<file path="src/rtl/pfbo_consts.svh">
`ifndef PFBO_CONSTS_SVH
`define PFBO_CONSTS_SVH

// clock period of mclk_i in picoseconds (40 MHz)
`define PFBO_CLK_PS 25000
// pin timing figures in nanoseconds; plain defaults, tune per part
`define PFBO_ACC_NS 70
`define PFBO_CE_NS 70
`define PFBO_WS_NS 10
`define PFBO_WP_NS 35
`define PFBO_WPH_NS 25
`define PFBO_RP_NS 500
`define PFBO_RH_NS 50
// least time to cycles: round up, never below one cycle
`define PFBO_MIN_CYC(ns) ((((ns) * 1000 + `PFBO_CLK_PS - 1) / `PFBO_CLK_PS) < 1 ? 1 : \
  (((ns) * 1000 + `PFBO_CLK_PS - 1) / `PFBO_CLK_PS))
`define PFBO_ACC_CYC `PFBO_MIN_CYC(`PFBO_ACC_NS)
`define PFBO_CE_CYC `PFBO_MIN_CYC(`PFBO_CE_NS)
`define PFBO_WS_CYC `PFBO_MIN_CYC(`PFBO_WS_NS)
`define PFBO_WP_CYC `PFBO_MIN_CYC(`PFBO_WP_NS)
`define PFBO_WPH_CYC `PFBO_MIN_CYC(`PFBO_WPH_NS)
`define PFBO_RP_CYC `PFBO_MIN_CYC(`PFBO_RP_NS)
`define PFBO_RH_CYC `PFBO_MIN_CYC(`PFBO_RH_NS)
// synchroniser depth on pin inputs
`define PFBO_SYNC_CYC 2
// data pin drive masks
`define PFBO_MASK_WORD 16'hffff
`define PFBO_MASK_BYTE_WR 16'h80ff
`define PFBO_MASK_BYTE_RD 16'h8000
`define PFBO_MASK_NONE 16'h0000

`endif

</file>
<file path="src/rtl/pfbo_pkg.sv">
package pfbo_pkg;

  // operations that the user port may request
  typedef enum logic [1:0] {
    PFBO_OP_READ = 2'h0,
    PFBO_OP_WRITE = 2'h1,
    PFBO_OP_CLEAR = 2'h2
  } pfbo_op_t;

  // pin sequencer states, one-hot
  typedef enum logic [7:0] {
    PFBO_ST_IDLE = 8'h01,
    PFBO_ST_RD_ACC = 8'h02,
    PFBO_ST_WR_SETUP = 8'h04,
    PFBO_ST_WR_PULSE = 8'h08,
    PFBO_ST_WR_RECOV = 8'h10,
    PFBO_ST_CLR_PULSE = 8'h20,
    PFBO_ST_CLR_RECOV = 8'h40,
    PFBO_ST_CLR_WAIT = 8'h80
  } pfbo_state_t;

endpackage

</file>
<file path="src/rtl/pfbo_tmr_if.sv">
`timescale 1ns/100ps
// carries a load request and the expiry flag between sequencer and timer
interface pfbo_tmr_if;
  logic load; // one-cycle load strobe
  logic [7:0] count; // cycles to run
  logic expired; // counter reached zero
  modport ctrl (output load, output count, input expired);
  modport tmr (input load, input count, output expired);
endinterface

</file>
<file path="src/rtl/pfbo_host.sv">
`timescale 1ns/100ps
`include "pfbo_consts.svh"
module pfbo_host
#(
  parameter int ACC_CYC = `PFBO_ACC_CYC, // address access cycles
  parameter int CE_CYC = `PFBO_CE_CYC, // chip select access cycles
  parameter int WS_CYC = `PFBO_WS_CYC, // write setup cycles
  parameter int WP_CYC = `PFBO_WP_CYC, // write pulse low cycles
  parameter int WPH_CYC = `PFBO_WPH_CYC, // write recovery cycles
  parameter int RP_CYC = `PFBO_RP_CYC, // clear pulse cycles
  parameter int RH_CYC = `PFBO_RH_CYC // clear recovery cycles
)
(
  // clock and reset
  input wire logic mclk_i,
  input wire logic reset_i,
  // user request port
  input wire logic req_i,
  input wire logic [1:0] op_i,
  input wire logic [20:0] addr_i,
  input wire logic [15:0] wdata_i,
  input wire logic byte_mode_i,
  // user answer port
  output logic done_o,
  output logic busy_o,
  output logic [15:0] rdata_o,
  output logic aborted_o,
  // flash control pins
  output logic ce_n_o,
  output logic oe_n_o,
  output logic we_n_o,
  output logic clear_n_o,
  output logic width_sel_o,
  output logic [19:0] addr_o,
  input wire logic ready_busy_out_i,
  // flash data pins
  input wire logic [15:0] data_io_bus_i,
  output logic [15:0] data_io_bus_o,
  output logic [15:0] data_io_bus_oe_o
);

  pfbo_tmr_if tmr_bus(); // phase timer link
  pfbo_pkg::pfbo_state_t state; // sequencer state
  pfbo_pkg::pfbo_op_t op; // op under way
  logic byte_mode; // latched width choice
  logic rb_meta; // ready/busy first stage
  logic rb_sync; // ready/busy synchronised
  logic [15:0] dq_meta; // data first stage
  logic [15:0] dq_sync; // data synchronised
  logic was_busy; // device busy when clear began

  // drive mask: byte mode always drives DQ15 as A-1
  function automatic logic [15:0] pfbo_oe_mask(input logic bmode, input logic wr);
    if (bmode)
      pfbo_oe_mask = wr ? `PFBO_MASK_BYTE_WR : `PFBO_MASK_BYTE_RD;
    else
      pfbo_oe_mask = wr ? `PFBO_MASK_WORD : `PFBO_MASK_NONE;
  endfunction

  // phase count with a cap so a wide parameter cannot wrap the timer
  function automatic logic [7:0] pfbo_cyc(input int n);
    pfbo_cyc = (n > 255) ? 8'hff : n[7:0];
  endfunction

  pfbo_timer u_timer
  (
    .mclk_i(mclk_i),
    .reset_i(reset_i),
    .tmr(tmr_bus.tmr)
  );

  // pin inputs: two flops, only the second is read
  always_ff @(posedge mclk_i)
  begin
    if (reset_i)
    begin
      rb_meta <= 1'b1;
      rb_sync <= 1'b1;
      dq_meta <= 16'h0000;
      dq_sync <= 16'h0000;
    end
    else
    begin
      rb_meta <= ready_busy_out_i;
      rb_sync <= rb_meta;
      dq_meta <= data_io_bus_i;
      dq_sync <= dq_meta;
    end
  end

  // timer load strobe and count, combinational from the sequencer
  always_comb
  begin
    tmr_bus.load = 1'b0;
    tmr_bus.count = 8'h01;
    case (state)
      pfbo_pkg::PFBO_ST_IDLE:
        if (req_i)
        begin
          tmr_bus.load = 1'b1;
          if (op_i == pfbo_pkg::PFBO_OP_READ)
            // pins come out of standby, so the slower of the two access figures counts
            tmr_bus.count = pfbo_cyc(((CE_CYC > ACC_CYC) ? CE_CYC : ACC_CYC) + `PFBO_SYNC_CYC);
          else if (op_i == pfbo_pkg::PFBO_OP_WRITE)
            tmr_bus.count = pfbo_cyc(WS_CYC);
          else
            tmr_bus.count = pfbo_cyc(RP_CYC);
        end
      pfbo_pkg::PFBO_ST_WR_SETUP:
      begin
        tmr_bus.load = tmr_bus.expired;
        tmr_bus.count = pfbo_cyc(WP_CYC);
      end
      pfbo_pkg::PFBO_ST_WR_PULSE:
      begin
        tmr_bus.load = tmr_bus.expired;
        tmr_bus.count = pfbo_cyc(WPH_CYC);
      end
      pfbo_pkg::PFBO_ST_CLR_PULSE:
      begin
        // recovery covers the synchroniser so a stale ready is not seen
        tmr_bus.load = tmr_bus.expired;
        tmr_bus.count = pfbo_cyc(RH_CYC + `PFBO_SYNC_CYC);
      end
      default:
      begin
        tmr_bus.load = 1'b0;
        tmr_bus.count = 8'h01;
      end
    endcase
  end

  // sequencer and pin drive
  always_ff @(posedge mclk_i)
  begin
    if (reset_i)
    begin
      state <= pfbo_pkg::PFBO_ST_IDLE;
      op <= pfbo_pkg::PFBO_OP_READ;
      byte_mode <= 1'b0;
      ce_n_o <= 1'b1;
      oe_n_o <= 1'b1;
      we_n_o <= 1'b1;
      clear_n_o <= 1'b1;
      width_sel_o <= 1'b1;
      addr_o <= 20'h00000;
      data_io_bus_o <= 16'h0000;
      data_io_bus_oe_o <= 16'h0000;
      rdata_o <= 16'h0000;
      done_o <= 1'b0;
      busy_o <= 1'b0;
      aborted_o <= 1'b0;
      was_busy <= 1'b0;
    end
    else
    begin
      done_o <= 1'b0;
      case (state)
        pfbo_pkg::PFBO_ST_IDLE:
          // idle keeps select and clear high: the device sits in standby
          if (req_i)
          begin
            // the spare code acts as a clear, so it is kept as one for the checks below
            op <= op_i[1] ? pfbo_pkg::PFBO_OP_CLEAR : pfbo_pkg::pfbo_op_t'(op_i);
            byte_mode <= byte_mode_i;
            width_sel_o <= ~byte_mode_i;
            addr_o <= addr_i[20:1];
            data_io_bus_o <= byte_mode_i ? {addr_i[0], 7'h00, wdata_i[7:0]} : wdata_i;
            busy_o <= 1'b1;
            aborted_o <= 1'b0;
            if (op_i == pfbo_pkg::PFBO_OP_READ)
            begin
              ce_n_o <= 1'b0;
              oe_n_o <= 1'b0;
              data_io_bus_oe_o <= pfbo_oe_mask(byte_mode_i, 1'b0);
              state <= pfbo_pkg::PFBO_ST_RD_ACC;
            end
            else if (op_i == pfbo_pkg::PFBO_OP_WRITE)
            begin
              // every command word, including short-program pairs, is one such cycle
              ce_n_o <= 1'b0;
              data_io_bus_oe_o <= pfbo_oe_mask(byte_mode_i, 1'b1);
              state <= pfbo_pkg::PFBO_ST_WR_SETUP;
            end
            else
            begin
              // select already high; it stays high across the pulse
              clear_n_o <= 1'b0;
              was_busy <= ~rb_sync;
              state <= pfbo_pkg::PFBO_ST_CLR_PULSE;
            end
          end
        pfbo_pkg::PFBO_ST_RD_ACC:
          if (tmr_bus.expired)
          begin
            // status and identification data live in the low byte only
            rdata_o <= byte_mode ? {8'h00, dq_sync[7:0]} : dq_sync;
            ce_n_o <= 1'b1;
            oe_n_o <= 1'b1;
            data_io_bus_oe_o <= 16'h0000;
            done_o <= 1'b1;
            busy_o <= 1'b0;
            state <= pfbo_pkg::PFBO_ST_IDLE;
          end
        pfbo_pkg::PFBO_ST_WR_SETUP:
          if (tmr_bus.expired)
          begin
            we_n_o <= 1'b0;
            state <= pfbo_pkg::PFBO_ST_WR_PULSE;
          end
        pfbo_pkg::PFBO_ST_WR_PULSE:
          if (tmr_bus.expired)
          begin
            we_n_o <= 1'b1;
            state <= pfbo_pkg::PFBO_ST_WR_RECOV;
          end
        pfbo_pkg::PFBO_ST_WR_RECOV:
          if (tmr_bus.expired)
          begin
            // deselect is safe mid-algorithm: the device carries on alone
            ce_n_o <= 1'b1;
            data_io_bus_oe_o <= 16'h0000;
            done_o <= 1'b1;
            busy_o <= 1'b0;
            state <= pfbo_pkg::PFBO_ST_IDLE;
          end
        pfbo_pkg::PFBO_ST_CLR_PULSE:
          if (tmr_bus.expired)
          begin
            clear_n_o <= 1'b1;
            state <= pfbo_pkg::PFBO_ST_CLR_RECOV;
          end
        pfbo_pkg::PFBO_ST_CLR_RECOV:
          if (tmr_bus.expired)
            state <= pfbo_pkg::PFBO_ST_CLR_WAIT;
        pfbo_pkg::PFBO_ST_CLR_WAIT:
          // no timeout: a device that never reports ready hangs here
          if (rb_sync)
          begin
            // device now reads array data; software must redo the lost op
            aborted_o <= was_busy;
            done_o <= 1'b1;
            busy_o <= 1'b0;
            state <= pfbo_pkg::PFBO_ST_IDLE;
          end
        default:
          state <= pfbo_pkg::PFBO_ST_IDLE;
      endcase
    end
  end

  // helper counters for the checks below
  logic [15:0] clr_low_cnt; // cycles clear held low
  logic [15:0] ce_low_cnt; // cycles select held low
  always_ff @(posedge mclk_i)
  begin
    if (reset_i)
    begin
      clr_low_cnt <= 16'h0000;
      ce_low_cnt <= 16'h0000;
    end
    else
    begin
      clr_low_cnt <= clear_n_o ? 16'h0000 : clr_low_cnt + 16'h0001;
      ce_low_cnt <= ce_n_o ? 16'h0000 : ce_low_cnt + 16'h0001;
    end
  end

  localparam int RB_SETTLE = 8; // cycles allowed for the write strobe to rise again in word writes
endmodule

</file>
<file path="src/rtl/pfbo_timer.sv">
`timescale 1ns/100ps
module pfbo_timer
(
  // clock and reset
  input wire logic mclk_i,
  input wire logic reset_i,
  // control
  pfbo_tmr_if.tmr tmr
);

  logic [7:0] cnt; // cycles left

  // load wins over counting so a back-to-back phase starts clean
  always_ff @(posedge mclk_i)
  begin
    if (reset_i)
      cnt <= 8'h00;
    else if (tmr.load)
      cnt <= tmr.count;
    else if (cnt != 8'h00)
      cnt <= cnt - 8'h01;
  end

  assign tmr.expired = (cnt == 8'h00);

endmodule

</file>
<file path="config.mk">
export PLATFORM = sky130hd
export DESIGN_NAME = pfbo_host
export DESIGN_NICKNAME = d
export VERILOG_FILES = /design/src/rtl/pfbo_pkg.sv /design/src/rtl/pfbo_tmr_if.sv /design/src/rtl/pfbo_host.sv /design/src/rtl/pfbo_timer.sv
export VERILOG_INCLUDE_DIRS = /design/src /design/src/rtl
export SDC_FILE = /design/constraint.sdc
export NUM_CORES = 1
export LEC_CHECK = 0
export BUFFER_PORTS_ARGS = -buffer_cell sky130_fd_sc_hd__buf_2
export CORE_AREA = 8 8 114 116
export CTS_CLUSTER_SIZE = 14
export DETAILED_ROUTE_END_ITERATION = 8
export DIE_AREA = 0 0 122 124
export SYNTH_ARGS = -nofsm -noshare
export SYNTH_HDL_FRONTEND = slang
export SYNTH_SLANG_ARGS = --single-unit
export TNS_END_PERCENT = 50
</file>
<file path="constraint.sdc">
create_clock -name mclk_i -period 2.9 [get_ports mclk_i]
set_input_delay 0.145 -clock mclk_i [delete_from_list [all_inputs] [get_ports mclk_i]]
set_output_delay 0.145 -clock mclk_i [all_outputs]
set_load 0.05 [all_outputs]
</file>
==> metrics <==
status finished, final reports clean; RSZ-0062 raised after global routing false; layout cells sized above 1 27.3%; syn nets 558; post-synthesis area per instance 8.73 µm²; height of the die 124 µm; Post-synth top flop dfxtp_1; num rows 39; max cap viols 0; CP arrival 2.81 ns; FFs w/ async S/R, synth 0%; HPWL after DPL 8.11 mm; critical path type register to register; commonest non-fill, non-tap cell in the layout buf_2; design area 0.00618 mm²; Buf+Inv Stages, Crit Path 0; met1 usage 18.2%; Initial Util 38.8%; commonest cells after routing, fill and taps aside 134 x buf_2, 115 x dfxtp_1, 107 x nand2_1; worst skew pair latency 0.41 ns; Final Max Tran Viols 0; CP max FO 16; Max clock buf depth 2; CP delay by family, top simple AND/OR/NAND/NOR gates; Post-route DRC 0; DRT iter0 DRCs 245; grt peak-use layer met2; FILL cells 994; placed insts 734; Core ar. 0.0112 mm²; EDFF count, synth 0; sequential fraction of the synthesis area 53.2%; final wirelength 12.2 mm; Post-Layout Cell Count 815; #FFs+latches synth 115; met3 usage 5.26%; PostCTS Resize Cnt 0; Area growth, synth to finish 42.8%; type of the worst min-delay path input port to register; final net count 720; pwr/cell area 878 mW/mm²; Final GP Congestion 0.882; FMAX 0.404 GHz; setup_tns 0 ns; DRT Pass-1 Iters 4; fin crit period 2.47 ns; Die W 122 µm; endpoints failing hold 0; # port buffers 135; M2 GR Usage 26.0%; die footprint 0.0151 mm²; initial antenna violation count 0; LEAKAGE 2.65 nW; period utilisation layout 85.3%; clock slew at reported path FFs 0.05 ns; Final Skew 0.00550 ns; CTS Sinks 115; GRT Util Overall 15.9%; Crit. End Element register; post-route ant nets 0; first-pass GRT wire length 19.0 mm; CP max-delay cell and4_1; Mapped Area 0.00433 mm²; Ports 136; CTS buffer count 17; placed cell areas 0.00501 mm²; Root Driver clkbuf_16; vias in the first global route 3890; pin count of the biggest net entering global routing 65; Mapped Cells 496; relative slew slack 49.1%; CTS tree built; aggregate global routing overflow 0; via count 4006; cell chain of the critical path nor4_1 > and3_1 > and4_1 > nand3b_1 > a21oi_1; peak supply drop 495 µV; Clock H-tree levels 4; CP required 3.23 ns; Setup violations, final 0; Vias/cell 4.92; Critical Path Source Type register; mean routed wirelength per cell 15.0 µm; Worst-Margin Slew 0.753 ns; max incr delay on CP 0.67 ns; Distinct cells, synth 51; Ys Warns 0
## per-stage QoR
| stage | utilization, % | setup WS (ns) | power (mW) | hold WS (ns) |
|---|---|---|---|---|
| 3_5_place_dp | 44.8 | 0.538 | 2.97 | 0.356 |
| 5_1_grt | 55.3 | 0.201 | 5.68 | 0.00672 |
| 3_3_place_gp | 44.8 | 0.619 | 2.96 | 0.354 |
| 2_1_floorplan | - | 0.827 | 2.70 | 0.249 |
| 6_report | 55.3 | 0.425 | 5.43 | 0.0114 |
| 4_1_cts | 55.3 | 0.451 | 5.46 | 0.000254 |
## cell usage after synthesis, types with 3 or more instances
| master | instances | area share, % |
|---|---|---|
| dfxtp_1 | 115 | 53 |
| nand2_1 | 107 | 9.3 |
| a21oi_1 | 66 | 7.6 |
| nor2b_1 | 32 | 4.6 |
| clkbuf_1 | 23 | 2.0 |
| nor2_1 | 20 | 1.7 |
| nand3b_1 | 15 | 2.6 |
| buf_4 | 13 | 2.3 |
| o21ai_0 | 12 | 1.4 |
| buf_2 | 8 | 0.92 |
| nand3_1 | 8 | 0.92 |
| nor3_1 | 8 | 0.92 |
| inv_1 | 4 | 0.35 |
| nor3b_1 | 4 | 0.69 |
| nor4_1 | 4 | 0.58 |
| xor2_1 | 4 | 0.81 |
| a211oi_1 | 3 | 0.52 |
| or2_2 | 3 | 0.43 |
## path summary, 6_finish.rpt
check / from / end / slack [ns] / depth (start not counted)
setup / recovery: u_timer.cnt[3]$_SDFFE_PP0P_ / rdata_o[11]$_SDFFE_PP0P_ / 0.43 / 5
hold / removal: wdata_i[9] / data_io_bus_o[9]$_SDFFE_PP0P_ / 0.01 / 3
setup reg to reg: u_timer.cnt[3]$_SDFFE_PP0P_ / rdata_o[11]$_SDFFE_PP0P_ / 0.43 / 5
hold reg to reg: rb_meta$_SDFF_PP1_ / rb_sync$_SDFF_PP1_ / 0.42 / 1
## layout make-up
type	count	area [µm²]	area share, %
Sequential cell	115	2300	37.2
Multi-Input combinational cell	330	1770	28.6
Timing Repair Buffer	190	1220	19.8
Clock buffer	20	467	7.55
Clock inverter	12	226	3.66
Tap cell	143	179	2.89
Inverter	4	15.0	0.243
Antenna cell	1	2.50	0.0405
## metal layers
layer  wire length (µm)  vias to the layer above
li1                   -                     1988
met1               4950                     1848
met2               6060                      146
met3                905                       24
met4                310                        0
met5                  0                        -
## worst register-to-register path, delay by kind of cell, from the launching register on
family	cells	cell delay (ns)
and+or+nand+nor	4	1.88
DFF	1	0.34
AOI/OAI and AO/OA	1	0.17
## flip-flops by register name, indices dropped and copies added (netlist names)
name	cells
addr_o	20
data_io_bus_o	16
dq_meta	16
dq_sync	16
rdata_o	16
state	8
u_timer.cnt	8
data_io_bus_oe_o	3
aborted_o	1
busy_o	1
byte_mode	1
ce_n_o	1
clear_n_o	1
done_o	1
oe_n_o	1
rb_meta	1
rb_sync	1
was_busy	1
we_n_o	1
width_sel_o	1
## cell families after synthesis
logic type | count (synthesis) | share of synthesized area [%]
mux | 1 | 0.231
xor+xnor | 6 | 1.21
flops | 115 | 53.2
fa+ha+maj | 2 | 0.578
compound gates | 100 | 13.3
simple gates | 221 | 25.5
buf+inv | 51 | 6.01
## where the power goes
part	total [mW]	leakage [nW]	switching [mW]	internal [mW]
Combinational	1.18	1.38	0.783	0.401
Clock	2.42	0.332	0.734	1.68
Sequential	1.83	0.942	0.103	1.73
Total	5.43	2.65	1.62	3.81
## repair_timing
action / 4_1_cts / 5_1_grt
hold buffers: 48 / 0
setup buffers: 0 / 0
endpoints found under the hold margin: 48 / 0
(Power assumes the default switching activity.)
